## src/sarseq_pkg.sv

```systemverilog
package sarseq_pkg;

  // Control byte field positions.
  localparam int CB_PWR_HI = 7;
  localparam int CB_PWR_LO = 6;
  localparam int CB_ACQ = 5;
  localparam int CB_SGL = 4;
  localparam int CB_UNI = 3;
  localparam int CB_CH_HI = 2;

  // Power and clock mode codes of the two top bits.
  localparam logic [1:0] PM_FULL_DOWN = 2'h0;
  localparam logic [1:0] PM_STANDBY = 2'h1;
  localparam logic [1:0] PM_NORM_INT = 2'h2;
  localparam logic [1:0] PM_NORM_EXT = 2'h3;

  // Timing counts in conversion-clock cycles.
  localparam int ACQ_FALL_EDGES = 4;
  localparam int CONV_CYCLES = 13;

  // Internal oscillator period; 3.6 us over 13 cycles gives about 277 ns.
  localparam int INT_CLK_NS = 277;
  localparam int CLK_NS = 5;
  localparam int INT_DIV = (INT_CLK_NS + CLK_NS - 1) / CLK_NS;

  // Reset values: external clock mode at power-up.
  localparam logic [7:0] CTRL_RESET = 8'hf0;

  typedef struct packed {
    logic [1:0] power_clock_mode;
    logic acq_mode_bit;
    logic single_ended_sel;
    logic unipolar_sel;
    logic [2:0] channel_addr;
  } sarseq_ctrl_t;

  // Analog multiplexer and switch controls.
  typedef struct packed {
    logic [2:0] pos_ch;
    logic [2:0] neg_ch;
    logic neg_is_com;
    logic track;
    logic hold_capacitor_neg;
    logic sar_active;
  } sarseq_mux_t;

endpackage

```

## src/sarseq_top.sv

```systemverilog
`timescale 1ns/1ps
// Functional notes
// - Rising write strobe with chip select starts tracking.
// - Host-timed mode: next write rising edge with the acquisition bit clear holds and starts conversion.
// - Self-timed mode: hold on fourth falling conversion-clock edge.
// - Every conversion takes 13 conversion-clock cycles.
// - Control write during conversion abandons it; normal-mode codes restart acquisition.
// - Acquisition bit zero: timed acquisition then automatic conversion.
// - Single-ended: selected channel positive, common reference negative.
// - Pseudo-differential: both inputs from a selected channel pair.
// - Result is 10 bits, delivered as a byte plus two bits.
// - Conversion start moves hold capacitor to negative input, then SAR.
// - After conversion hold capacitor returns to positive input.
// - Byte: bit5 acquisition, bit4 single-ended, bit3 unipolar, 2:0 ch.
// - Top bits: power-down, standby, internal clock, external clock.
// - Completion flag low on result, released on read or write.
// - Byte select low gives low eight bits, high gives upper two.
module sarseq_top
  import sarseq_pkg::*;
#(
  parameter int RES_BITS = 10,
  parameter int CH_BITS = 3
)(
  input wire logic clk,
  input wire logic nrst,
  input wire logic cs_n,
  input wire logic wr_n,
  input wire logic rd_n,
  input wire logic upper_byte_select,
  input wire logic conv_clk,
  input wire logic [7:0] data_in,
  input wire logic comp_out,
  output logic [7:0] data_out,
  output logic data_oe,
  output logic int_n,
  output logic int_n_oe,
  output sarseq_mux_t mux_q,
  output logic [RES_BITS-1:0] dac_code,
  output logic [1:0] power_state
);

  typedef enum logic [1:0] {S_IDLE, S_ACQ, S_CONV} sarseq_state_t;

  // Pin synchronisers; the second stage and the third (previous value) are read by logic.
  logic [4:0] s1_q, s2_q, s3_q;
  always_ff @(posedge clk or negedge nrst)
  begin
    if (!nrst)
    begin
      s1_q <= 5'h1f;
      s2_q <= 5'h1f;
      s3_q <= 5'h1f;
    end
    else
    begin
      s1_q <= {cs_n, wr_n, rd_n, conv_clk, upper_byte_select};
      s2_q <= s1_q;
      s3_q <= s2_q;
    end
  end

  logic cs_s, wr_s, rd_s, cclk_s, ube_s, wr_prev, rd_prev, cclk_prev;
  assign cs_s = ~s2_q[4];
  assign wr_s = s2_q[3];
  assign rd_s = s2_q[2];
  assign cclk_s = s2_q[1];
  assign ube_s = s2_q[0];
  assign wr_prev = s3_q[3];
  assign rd_prev = s3_q[2];
  assign cclk_prev = s3_q[1];

  // Data byte is sampled alongside the strobe so it is stable at the edge.
  logic [7:0] din1_q, din2_q;
  always_ff @(posedge clk or negedge nrst)
  begin
    if (!nrst)
    begin
      din1_q <= 8'h00;
      din2_q <= 8'h00;
    end
    else
    begin
      din1_q <= data_in;
      din2_q <= din1_q;
    end
  end

  logic wr_rise, rd_fall, ext_fall, ext_rise;
  assign wr_rise = cs_s & wr_s & ~wr_prev;
  assign rd_fall = cs_s & ~rd_s & rd_prev;
  assign ext_fall = ~cclk_s & cclk_prev;
  assign ext_rise = cclk_s & ~cclk_prev;

  // Internal oscillator: a divider gives both edges of a slow clock.
  logic [7:0] osc_cnt_q, osc_cnt_d;
  logic osc_q, osc_d, int_fall, int_rise;
  always_comb
  begin
    osc_cnt_d = osc_cnt_q + 8'h01;
    osc_d = osc_q;
    if (osc_cnt_q == 8'(INT_DIV / 2 - 1))
    begin
      osc_cnt_d = 8'h00;
      osc_d = ~osc_q;
    end
  end
  assign int_fall = osc_q & ~osc_d;
  assign int_rise = ~osc_q & osc_d;

  always_ff @(posedge clk or negedge nrst)
  begin
    if (!nrst)
    begin
      osc_cnt_q <= 8'h00;
      osc_q <= 1'b0;
    end
    else
    begin
      osc_cnt_q <= osc_cnt_d;
      osc_q <= osc_d;
    end
  end

  // Control byte and clock mode; power-down codes keep the last clock mode.
  sarseq_ctrl_t ctrl_q, ctrl_d;
  logic ext_clk_q, ext_clk_d;
  always_comb
  begin
    ctrl_d = ctrl_q;
    ext_clk_d = ext_clk_q;
    if (wr_rise)
    begin
      ctrl_d = sarseq_ctrl_t'(din2_q);
      if (din2_q[CB_PWR_HI])
        ext_clk_d = din2_q[CB_PWR_LO];
    end
  end

  always_ff @(posedge clk or negedge nrst)
  begin
    if (!nrst)
    begin
      ctrl_q <= sarseq_ctrl_t'(CTRL_RESET);
      ext_clk_q <= CTRL_RESET[CB_PWR_LO];
    end
    else
    begin
      ctrl_q <= ctrl_d;
      ext_clk_q <= ext_clk_d;
    end
  end

  // Conversion-clock edges follow the selected source.
  logic ck_fall, ck_rise;
  assign ck_fall = ext_clk_q ? ext_fall : int_fall;
  assign ck_rise = ext_clk_q ? ext_rise : int_rise;

  // Sequencer: track, hold, convert, and result hand-off.
  sarseq_state_t st_q, st_d;
  logic [3:0] cnt_q, cnt_d;
  logic [RES_BITS-1:0] sar_q, sar_d, res_q, res_d;
  logic done_q, done_d;
  logic host_hold;
  logic [3:0] bit_idx;
  assign bit_idx = 4'(RES_BITS) - cnt_q;
  // Host-timed hold: a write with the acquisition bit clear, while the stored byte has the acquisition bit set.
  assign host_hold = wr_rise & ctrl_q.acq_mode_bit & (st_q == S_ACQ)
    & ~din2_q[CB_ACQ];

  always_comb
  begin
    st_d = st_q;
    cnt_d = cnt_q;
    sar_d = sar_q;
    res_d = res_q;
    done_d = done_q;
    if (rd_fall)
      done_d = 1'b1;
    if (host_hold)
    begin
      done_d = 1'b1;
      st_d = S_CONV;
      cnt_d = 4'h0;
      sar_d = '0;
    end
    else if (wr_rise)
    begin
      done_d = 1'b1;
      st_d = S_ACQ;
      cnt_d = 4'h0;
      if (!din2_q[CB_PWR_HI])
        st_d = S_IDLE;
    end
    else
    begin
      unique case (st_q)
        S_IDLE: ;
        S_ACQ:
          if (!ctrl_q.acq_mode_bit && ck_fall)
          begin
            cnt_d = cnt_q + 4'h1;
            if (cnt_q == 4'(ACQ_FALL_EDGES - 1))
            begin
              st_d = S_CONV;
              cnt_d = 4'h0;
              sar_d = '0;
            end
          end
        S_CONV:
          if (ck_rise)
          begin
            cnt_d = cnt_q + 4'h1;
            // First cycle moves the capacitor; then one bit per cycle.
            if (cnt_q >= 4'h1 && cnt_q <= 4'(RES_BITS))
            begin
              sar_d[bit_idx] = comp_out;
            end
            if (cnt_q == 4'(CONV_CYCLES - 1))
            begin
              st_d = S_IDLE;
              res_d = sar_q;
              done_d = 1'b0;
            end
          end
      endcase
    end
  end

  always_ff @(posedge clk or negedge nrst)
  begin
    if (!nrst)
    begin
      st_q <= S_IDLE;
      cnt_q <= 4'h0;
      sar_q <= '0;
      res_q <= '0;
      done_q <= 1'b1;
    end
    else
    begin
      st_q <= st_d;
      cnt_q <= cnt_d;
      sar_q <= sar_d;
      res_q <= res_d;
      done_q <= done_d;
    end
  end

  // Trial code for the DAC: resolved bits plus the bit under test.
  logic [RES_BITS-1:0] trial;
  always_comb
  begin
    trial = sar_q;
    if (st_q == S_CONV && cnt_q >= 4'h1 && cnt_q <= 4'(RES_BITS))
      trial[bit_idx] = 1'b1;
  end

  // Multiplexer routing; pairs share the upper channel bits.
  sarseq_mux_t mux_d;
  always_comb
  begin
    mux_d.pos_ch = ctrl_q.channel_addr;
    mux_d.neg_ch = ctrl_q.channel_addr ^ 3'h1;
    mux_d.neg_is_com = ctrl_q.single_ended_sel;
    mux_d.track = (st_q == S_ACQ);
    mux_d.hold_capacitor_neg = (st_q == S_CONV);
    mux_d.sar_active = (st_q == S_CONV);
  end

  // Read port: bytes are muxed from the held result.
  logic [7:0] dout_d;
  always_comb
  begin
    if (ube_s)
      dout_d = {6'h00, res_q[RES_BITS-1:8]};
    else
      dout_d = res_q[7:0];
  end

  always_ff @(posedge clk or negedge nrst)
  begin
    if (!nrst)
    begin
      data_out <= 8'h00;
      data_oe <= 1'b0;
      int_n <= 1'b1;
      int_n_oe <= 1'b0;
      mux_q <= '0;
      dac_code <= '0;
      power_state <= CTRL_RESET[CB_PWR_HI:CB_PWR_LO];
    end
    else
    begin
      data_out <= dout_d;
      data_oe <= cs_s & ~rd_s;
      int_n <= done_q;
      int_n_oe <= cs_s;
      mux_q <= mux_d;
      dac_code <= trial;
      power_state <= ctrl_q.power_clock_mode;
    end
  end

  // Assertions.
  conv_length_a: assert property (@(posedge clk) disable iff (!nrst)
    (st_q == S_CONV && !wr_rise && !(ck_rise && cnt_q == 4'(CONV_CYCLES - 1)))
    |=> st_q == S_CONV)
    else $error("conversion ended too early");
  conv_end_a: assert property (@(posedge clk) disable iff (!nrst)
    (st_q == S_CONV && ck_rise && !wr_rise && cnt_q == 4'(CONV_CYCLES - 1))
    |=> st_q == S_IDLE && !done_q)
    else $error("conversion did not finish on its last cycle");
  write_restart_a: assert property (@(posedge clk) disable iff (!nrst)
    (wr_rise && !host_hold && din2_q[CB_PWR_HI]) |=> st_q == S_ACQ)
    else $error("write did not restart acquisition");
  flag_release_a: assert property (@(posedge clk) disable iff (!nrst)
    (wr_rise || (rd_fall && st_q != S_CONV)) |-> ##2 int_n)
    else $error("completion flag not released");
  byte_sel_a: assert property (@(posedge clk) disable iff (!nrst)
    ube_s |=> data_out[7:2] == 6'h00)
    else $error("upper byte has stray bits");
  cap_return_a: assert property (@(posedge clk) disable iff (!nrst)
    (st_q == S_IDLE) |=> !mux_q.hold_capacitor_neg)
    else $error("hold capacitor not returned");
  host_hold_a: assert property (@(posedge clk) disable iff (!nrst)
    host_hold |=> st_q == S_CONV && cnt_q == 4'h0)
    else $error("host hold did not start conversion");
  acq_track_a: assert property (@(posedge clk) disable iff (!nrst)
    (st_q == S_ACQ) |=> mux_q.track)
    else $error("not tracking in acquisition");
  self_acq_a: assert property (@(posedge clk) disable iff (!nrst)
    (st_q == S_ACQ && !ctrl_q.acq_mode_bit && ck_fall && !wr_rise
     && cnt_q == 4'(ACQ_FALL_EDGES - 1)) |=> st_q == S_CONV)
    else $error("self-timed hold missed");

endmodule // sarseq_top

```

## config.mk

```make
export PLATFORM = sky130hd
export DESIGN_NAME = sarseq_top
export DESIGN_NICKNAME = d
export VERILOG_FILES = /design/src/sarseq_pkg.sv /design/src/sarseq_top.sv
export SDC_FILE = /design/constraint.sdc
export NUM_CORES = 1
export LEC_CHECK = 0
export BUFFER_PORTS_ARGS = -buffer_cell sky130_fd_sc_hd__buf_2
export CAP_MARGIN = 5
export CORE_UTILIZATION = 60
export CTS_CLUSTER_SIZE = 24
export DETAILED_ROUTE_END_ITERATION = 10
export PLACE_DENSITY = 0.92
export SYNTH_ARGS = -nofsm -noshare
export SYNTH_HDL_FRONTEND = slang
export SYNTH_SLANG_ARGS = --single-unit
```

## constraint.sdc

```tcl
create_clock -name clk -period 6.6 [get_ports clk]
set_clock_uncertainty 0.2 [all_clocks]
set_input_delay 0.66 -clock clk [delete_from_list [all_inputs] [get_ports clk]]
set_output_delay 0.66 -clock clk [all_outputs]
set_load 0.005 [all_outputs]
```

======== Yosys cells after proc, flatten, opt, wreduce, memory -nomap -nowiden ========
Cells that the tools add are included.
Widths: inputs -> output; s select.
word-level totals
  logic and storage cells ................. 121
  register bits ........................... 106
operators by class
  bitwise logic cells ..................... 23
  equal/unequal tests ..................... 14
  order comparisons ....................... 4
  multiplexer cells ....................... 36
  $add $sub $neg .......................... 3
  reductions and logical operators ........ 13
operator list
  operator             number
  $mux 10              7
  $mux 4               5
  $pmux 10 s2          1
  $mux 8               2
  $mux 2               6
  $ne 4x3->1 const B   3
  $and 1x1->1          11
  $mux 1               11
  $not 1->1            11
  $bwmux 10            1
  $or 10x10->10        1
  $reduce_and 5->1     2
  $ne 3x2->1 const B   3
  $add 8x1->8 const B  1
  $eq 8x5->1 const B   1
  $ge 4x1->1 const B   2
  $pmux 4 s2           1
  $reduce_and 6->1     1
  $logic_and 1x1->1    5
  $lt 4x5->1 const B   1
  $add 4x1->4 const B  1
  $demux 1 s4          1
  $eq 4x2->1 const B   1
  $eq 4x4->1 const B   1
  other kinds (13)     13

======== Longest topological paths before layout ========
  word-level depth ........................ 11
  depth in mapped cells ................... 9
  mapped depth without buffers ............ 9

======== Worst setup path before layout ========
Ideal clock, no wire load.
  path type ............................... flip-flop to flip-flop
  from .................................... register osc_cnt_q[0]
  to ...................................... register sar_q[0]
  cell stages (with the launch flop) ...... 10
  slack ................................... 3.669 ns
  arrival time ............................ 2.663 ns
  required time ........................... 6.332 ns
  library setup time ...................... 0.068 ns
  path buffers ............................ 0
  path through ............................ dfrtp_1 ha_1 nand2_1 nor4_1 ha_1 inv_1 o311ai_4 nand2_1 nor4b_4 a32o_1
on the way
  word-level cells in the longest chain between the ends .. 8
  elaborated cells between the ends (all ways) .. 11
  classes of those cells .................. 3 x eq/ne; 3 x mux; 3 x bitwise; 2 x reduce/logical
RTL lines
  element                       line               RTL
  start, declared               sarseq_top.sv:95   logic [7:0] osc_cnt_q, osc_cnt_d;
  start signal, assigned        sarseq_top.sv:119  osc_cnt_q <= osc_cnt_d;
  $eq 8x5->1 *                  sarseq_top.sv:101  if (osc_cnt_q == 8'(INT_DIV / 2 - 1))
  $mux 1 *                      sarseq_top.sv:101
  $not 1->1                     sarseq_top.sv:107  assign int_fall = osc_q & ~osc_d;
  $and 1x1->1                   sarseq_top.sv:107
  $mux 1                        sarseq_top.sv:155  assign ck_fall = ext_clk_q ? ext_fall : int_fall;
  $logic_and 1x1->1             sarseq_top.sv:199  if (!ctrl_q.acq_mode_bit && ck_fall)
  $ne 3x2->1 (no line)          --
  $reduce_and 6->1 (no line) *  --
  end signal, assigned          sarseq_top.sv:243  sar_q <= sar_d;
  end, declared                 sarseq_top.sv:161  logic [RES_BITS-1:0] sar_q, sar_d, res_q, res_d;
Every way passes the cells marked *; elsewhere a longest branch is shown, timed or not.
A chain may end at the register's enable or synchronous reset.

======== Worst setup path after layout ========
  from .................................... register osc_cnt_q[0]
  to ...................................... register sar_q[2]
Same word-level chain as after synthesis.

==> metrics.csv <==
stage,metric,value,unit
detailed_routing,Residual DRC,0,
logic_synthesis,Seq cells post-synth,101,
place,detailed-placement wirelength estimate,4890,um
pwr,pwr dens,380,nW/um^2
place,"Cell Area, Placed",4310,sq um
logic_synthesis,Synth top area share,0.493,
global_routing,met1 Use GR,0.295,
detailed_routing,vias,2550,
timing,Peak Freq,0.270,GHz
timing,final setup violation count,0,
timing,Tmin final,3.70,ns
logic_synthesis,Yosys top cell by area,dfrtp_1,
logic_synthesis,adder-cell area share of the yosys netlist,0.0343,
global_routing,GRT Total Usage,0.235,
timing,Slew headroom,0.351,
cells_and_area,"Core Util, Final",0.706,
setup_path,crit path from,osc_cnt_q[0]$_DFF_PN0_,
floorplanning,# rows,29,
clock_network,CTS H-tree depth,3,
cells_and_area,final instance area,4510,sq um
logic_synthesis,Post-Syn Area per Cell,13.1,sq um
timing,final period utilization,0.560,
global_routing,vias in the first global route,2614,
floorplanning,Placeable Area,6390,sq um
logic_synthesis,total of warnings raised by yosys,0,
clock_network,number of setup buffers added after CTS,0,
detailed_routing,vias per inst,5.82,
clock_network,CTS Buffer Depth,2,
clock_network,clock sink total,101,
clock_network,clock transition at the registers of the reported paths,0.10,ns
detailed_routing,drt pass-1 iters,5,
timing,Max Slew Vio Count,0,
cells_and_area,# nets final,383,
cells_and_area,n_diodes,0,
pwr,peak supply drop,229,uV
logic_synthesis,"Top FF cell, synth",dfrtp_1,
detailed_routing,Total Wirelength,7550,um
clock_network,root buf cell,clkbuf_8,
floorplanning,Starting Density,0.628,
global_routing,Most Crowded Layer GR,met2,
detailed_routing,post-route ant nets,0,
logic_synthesis,post-synthesis mux area share,0.0390,
setup_path,Crit. End Element,flip-flop,
timing,Worst Tran Pin Value,0.965,ns
clock_network,Post-CTS Resized,0,
place,GP Congestion,0.898,
global_routing,pin count of the biggest net entering global routing,62,
setup_path,reg2reg path depth,9,
place,PortBufs,47,
cells_and_area,Syn-to-layout area delta,12.4,%
floorplanning,IO Count,49,
setup_path,crit path DAT,3.81,ns
logic_synthesis,Mapped Area,4010,sq um
worst_hold_path,Hold Crit Class,in -> async,
clock_network,CTS tree,yes,
global_routing,antenna violations before repair,0,
logic_synthesis,cell count after synthesis,306,
floorplanning,Die Span X,83.8,um
timing,total negative setup slack,0,ns
flow_run,MaxCap Viol Count,0,
detailed_routing,First DRT Iteration DRCs,265,
logic_synthesis,Post-synth EDFFs,0,
logic_synthesis,sequential cell area fraction in the yosys report,0.637,
detailed_routing,WL/cell,17.2,um
timing,Hold Slack,0.0395,ns
clock_network,hold buffer count at cts,0,
logic_synthesis,Synth top cells by count,"79 x dfrtp_1, 33 x nand2_1, 22 x dfstp_2, 14 x nor2_1",
setup_path,Crit Path Max Fanout,8,
logic_synthesis,"count leader, synth",dfrtp_1,
logic_synthesis,Synth Area in XOR/XNOR,0.0153,
logic_synthesis,top area cells in the synthesized netlist,"dfrtp_1 49%, dfstp_2 14%, mux2_2 3.7%",
cells_and_area,FILL cells,407,
global_routing,grt total ovfl,0,
logic_synthesis,area fraction in compound gates after synthesis,0.110,
pwr,P_leak,2.15,nW
setup_path,worst endpoint required time,6.71,ns
timing,"Hold Vio Cnt, Final",0,
status,status,completed,
logic_synthesis,post-synthesis simple-gate area fraction,0.135,
setup_path,Critical Path Source Type,flip-flop,
logic_synthesis,Yosys cell types,57,
floorplanning,die area,7010,sq um
setup_path,CP Class,reg -> reg,
global_routing,grt met3 use,0.0554,
logic_synthesis,async set-reset flop share out of synthesis,1.00,
global_routing,global-route wire length before repair,12600,um
global_routing,routing usage on met2,0.384,
cells_and_area,layout cell share with drive strength beyond 1,0.338,
logic_synthesis,Synthesized Nets,333,
clock_network,CTS Buf Count,9,
floorplanning,Die Height,83.8,um
setup_path,RR Startpoint,osc_cnt_q[0]$_DFF_PN0_,
logic_synthesis,largest family of logic cells by synthesized area,simple AND/OR/NAND/NOR gates,
timing,RSZ-0062 raised after global routing,no,
clock_network,clk_lat worst skew,0.38,ns
==> metal layers <==
layer	wire, um	share of wire
met3	440	0.058
met2	3900	0.52
met4	232	0.031
met5	0	0
met1	2980	0.39
==> report_power, final <==
group / total (W) / internal (W) / switching (W)
clock network: 0.000386 / 0.000150 / 0.000236
logic: 0.000533 / 0.000225 / 0.000308
registers: 0.000794 / 0.000722 / 0.0000714
total: 0.00171 / 0.00110 / 0.000616
==> cells in the final DEF, fill, tap and decap left out, types with 8 or more instances in the layout <==
cell type | netlist | final
buf_2 | 1 | 46
clkbuf_8 | 0 | 9
dfrtp_1 | 79 | 79
dfstp_2 | 22 | 22
ha_1 | 11 | 11
inv_1 | 13 | 13
mux2_2 | 13 | 13
nand2_1 | 33 | 33
nor2_1 | 14 | 14
nor2b_1 | 10 | 10
o21ai_0 | 8 | 8
==> area by class of cell <==
type / instances / area, sq um / share of cell area
clock inverters: 7 / 80.1 / 0.0178
repair buffers: 50 / 260 / 0.0577
clock buffers: 9 / 124 / 0.0275
flip-flops and latches: 101 / 2550 / 0.567
multi-input cells: 181 / 1350 / 0.298
well taps: 77 / 96.3 / 0.0214
inverters: 13 / 48.8 / 0.0108
==> through the flow <==
step	setup WS (ns)	std cells	power, W
2_1_floorplan	3.67	306	0.00117
3_3_place_gp	3.26	422	0.00128
3_5_place_dp	3.06	422	0.00132
4_1_cts	2.92	438	0.00171
5_1_grt	2.59	438	0.00179
6_report	2.90	438	0.00171
==> registers in the layout (all words and copies together) (netlist names), 2 cells and up <==
| name | cells |
|---|---|
| res_q | 10 |
| power_state | 2 |
| s1_q | 5 |
| s2_q | 5 |
| data_out | 8 |
| osc_cnt_q | 8 |
| din1_q | 7 |
| dac_code | 10 |
| sar_q | 10 |
| mux_q | 7 |
| ctrl_q | 7 |
| din2_q | 7 |
| cnt_q | 4 |
| st_q | 2 |
| s3_q | 3 |
==> worst paths after layout <==
check,endpoint,slack [ns]
worst max-delay path,sar_q[2]$_DFFE_PN0P_,2.90
worst min register to register,din2_q[7]$_DFF_PN0_,0.16
min in group clk,din2_q[7]$_DFF_PN0_,0.16
max in group asynchronous,osc_cnt_q[5]$_DFF_PN0_,5.08
worst max register to register,sar_q[2]$_DFFE_PN0P_,2.90
worst min-delay path,data_oe$_DFF_PN0_,0.04
==> kinds of logic after synthesis <==
logic type,Yosys count
xor gates and xnor gates,7
muxes,14
and+or+nand+nor,99
DFF,101
adders and majority gates,11
buffers and inverters,24
AOI/OAI and AO/OA,50
==> critical path: stages (launching register included) <==
cell	delay, ns
dfrtp_1	0.40
ha_1	0.26
nand2_1	0.07
nor4_1	0.79
ha_1	0.34
inv_1	0.09
o311ai_4	0.39
nand2_1	0.28
nor4b_4	0.55
a32o_1	0.26
No activity file was read; power rests on OpenSTA's default activity.
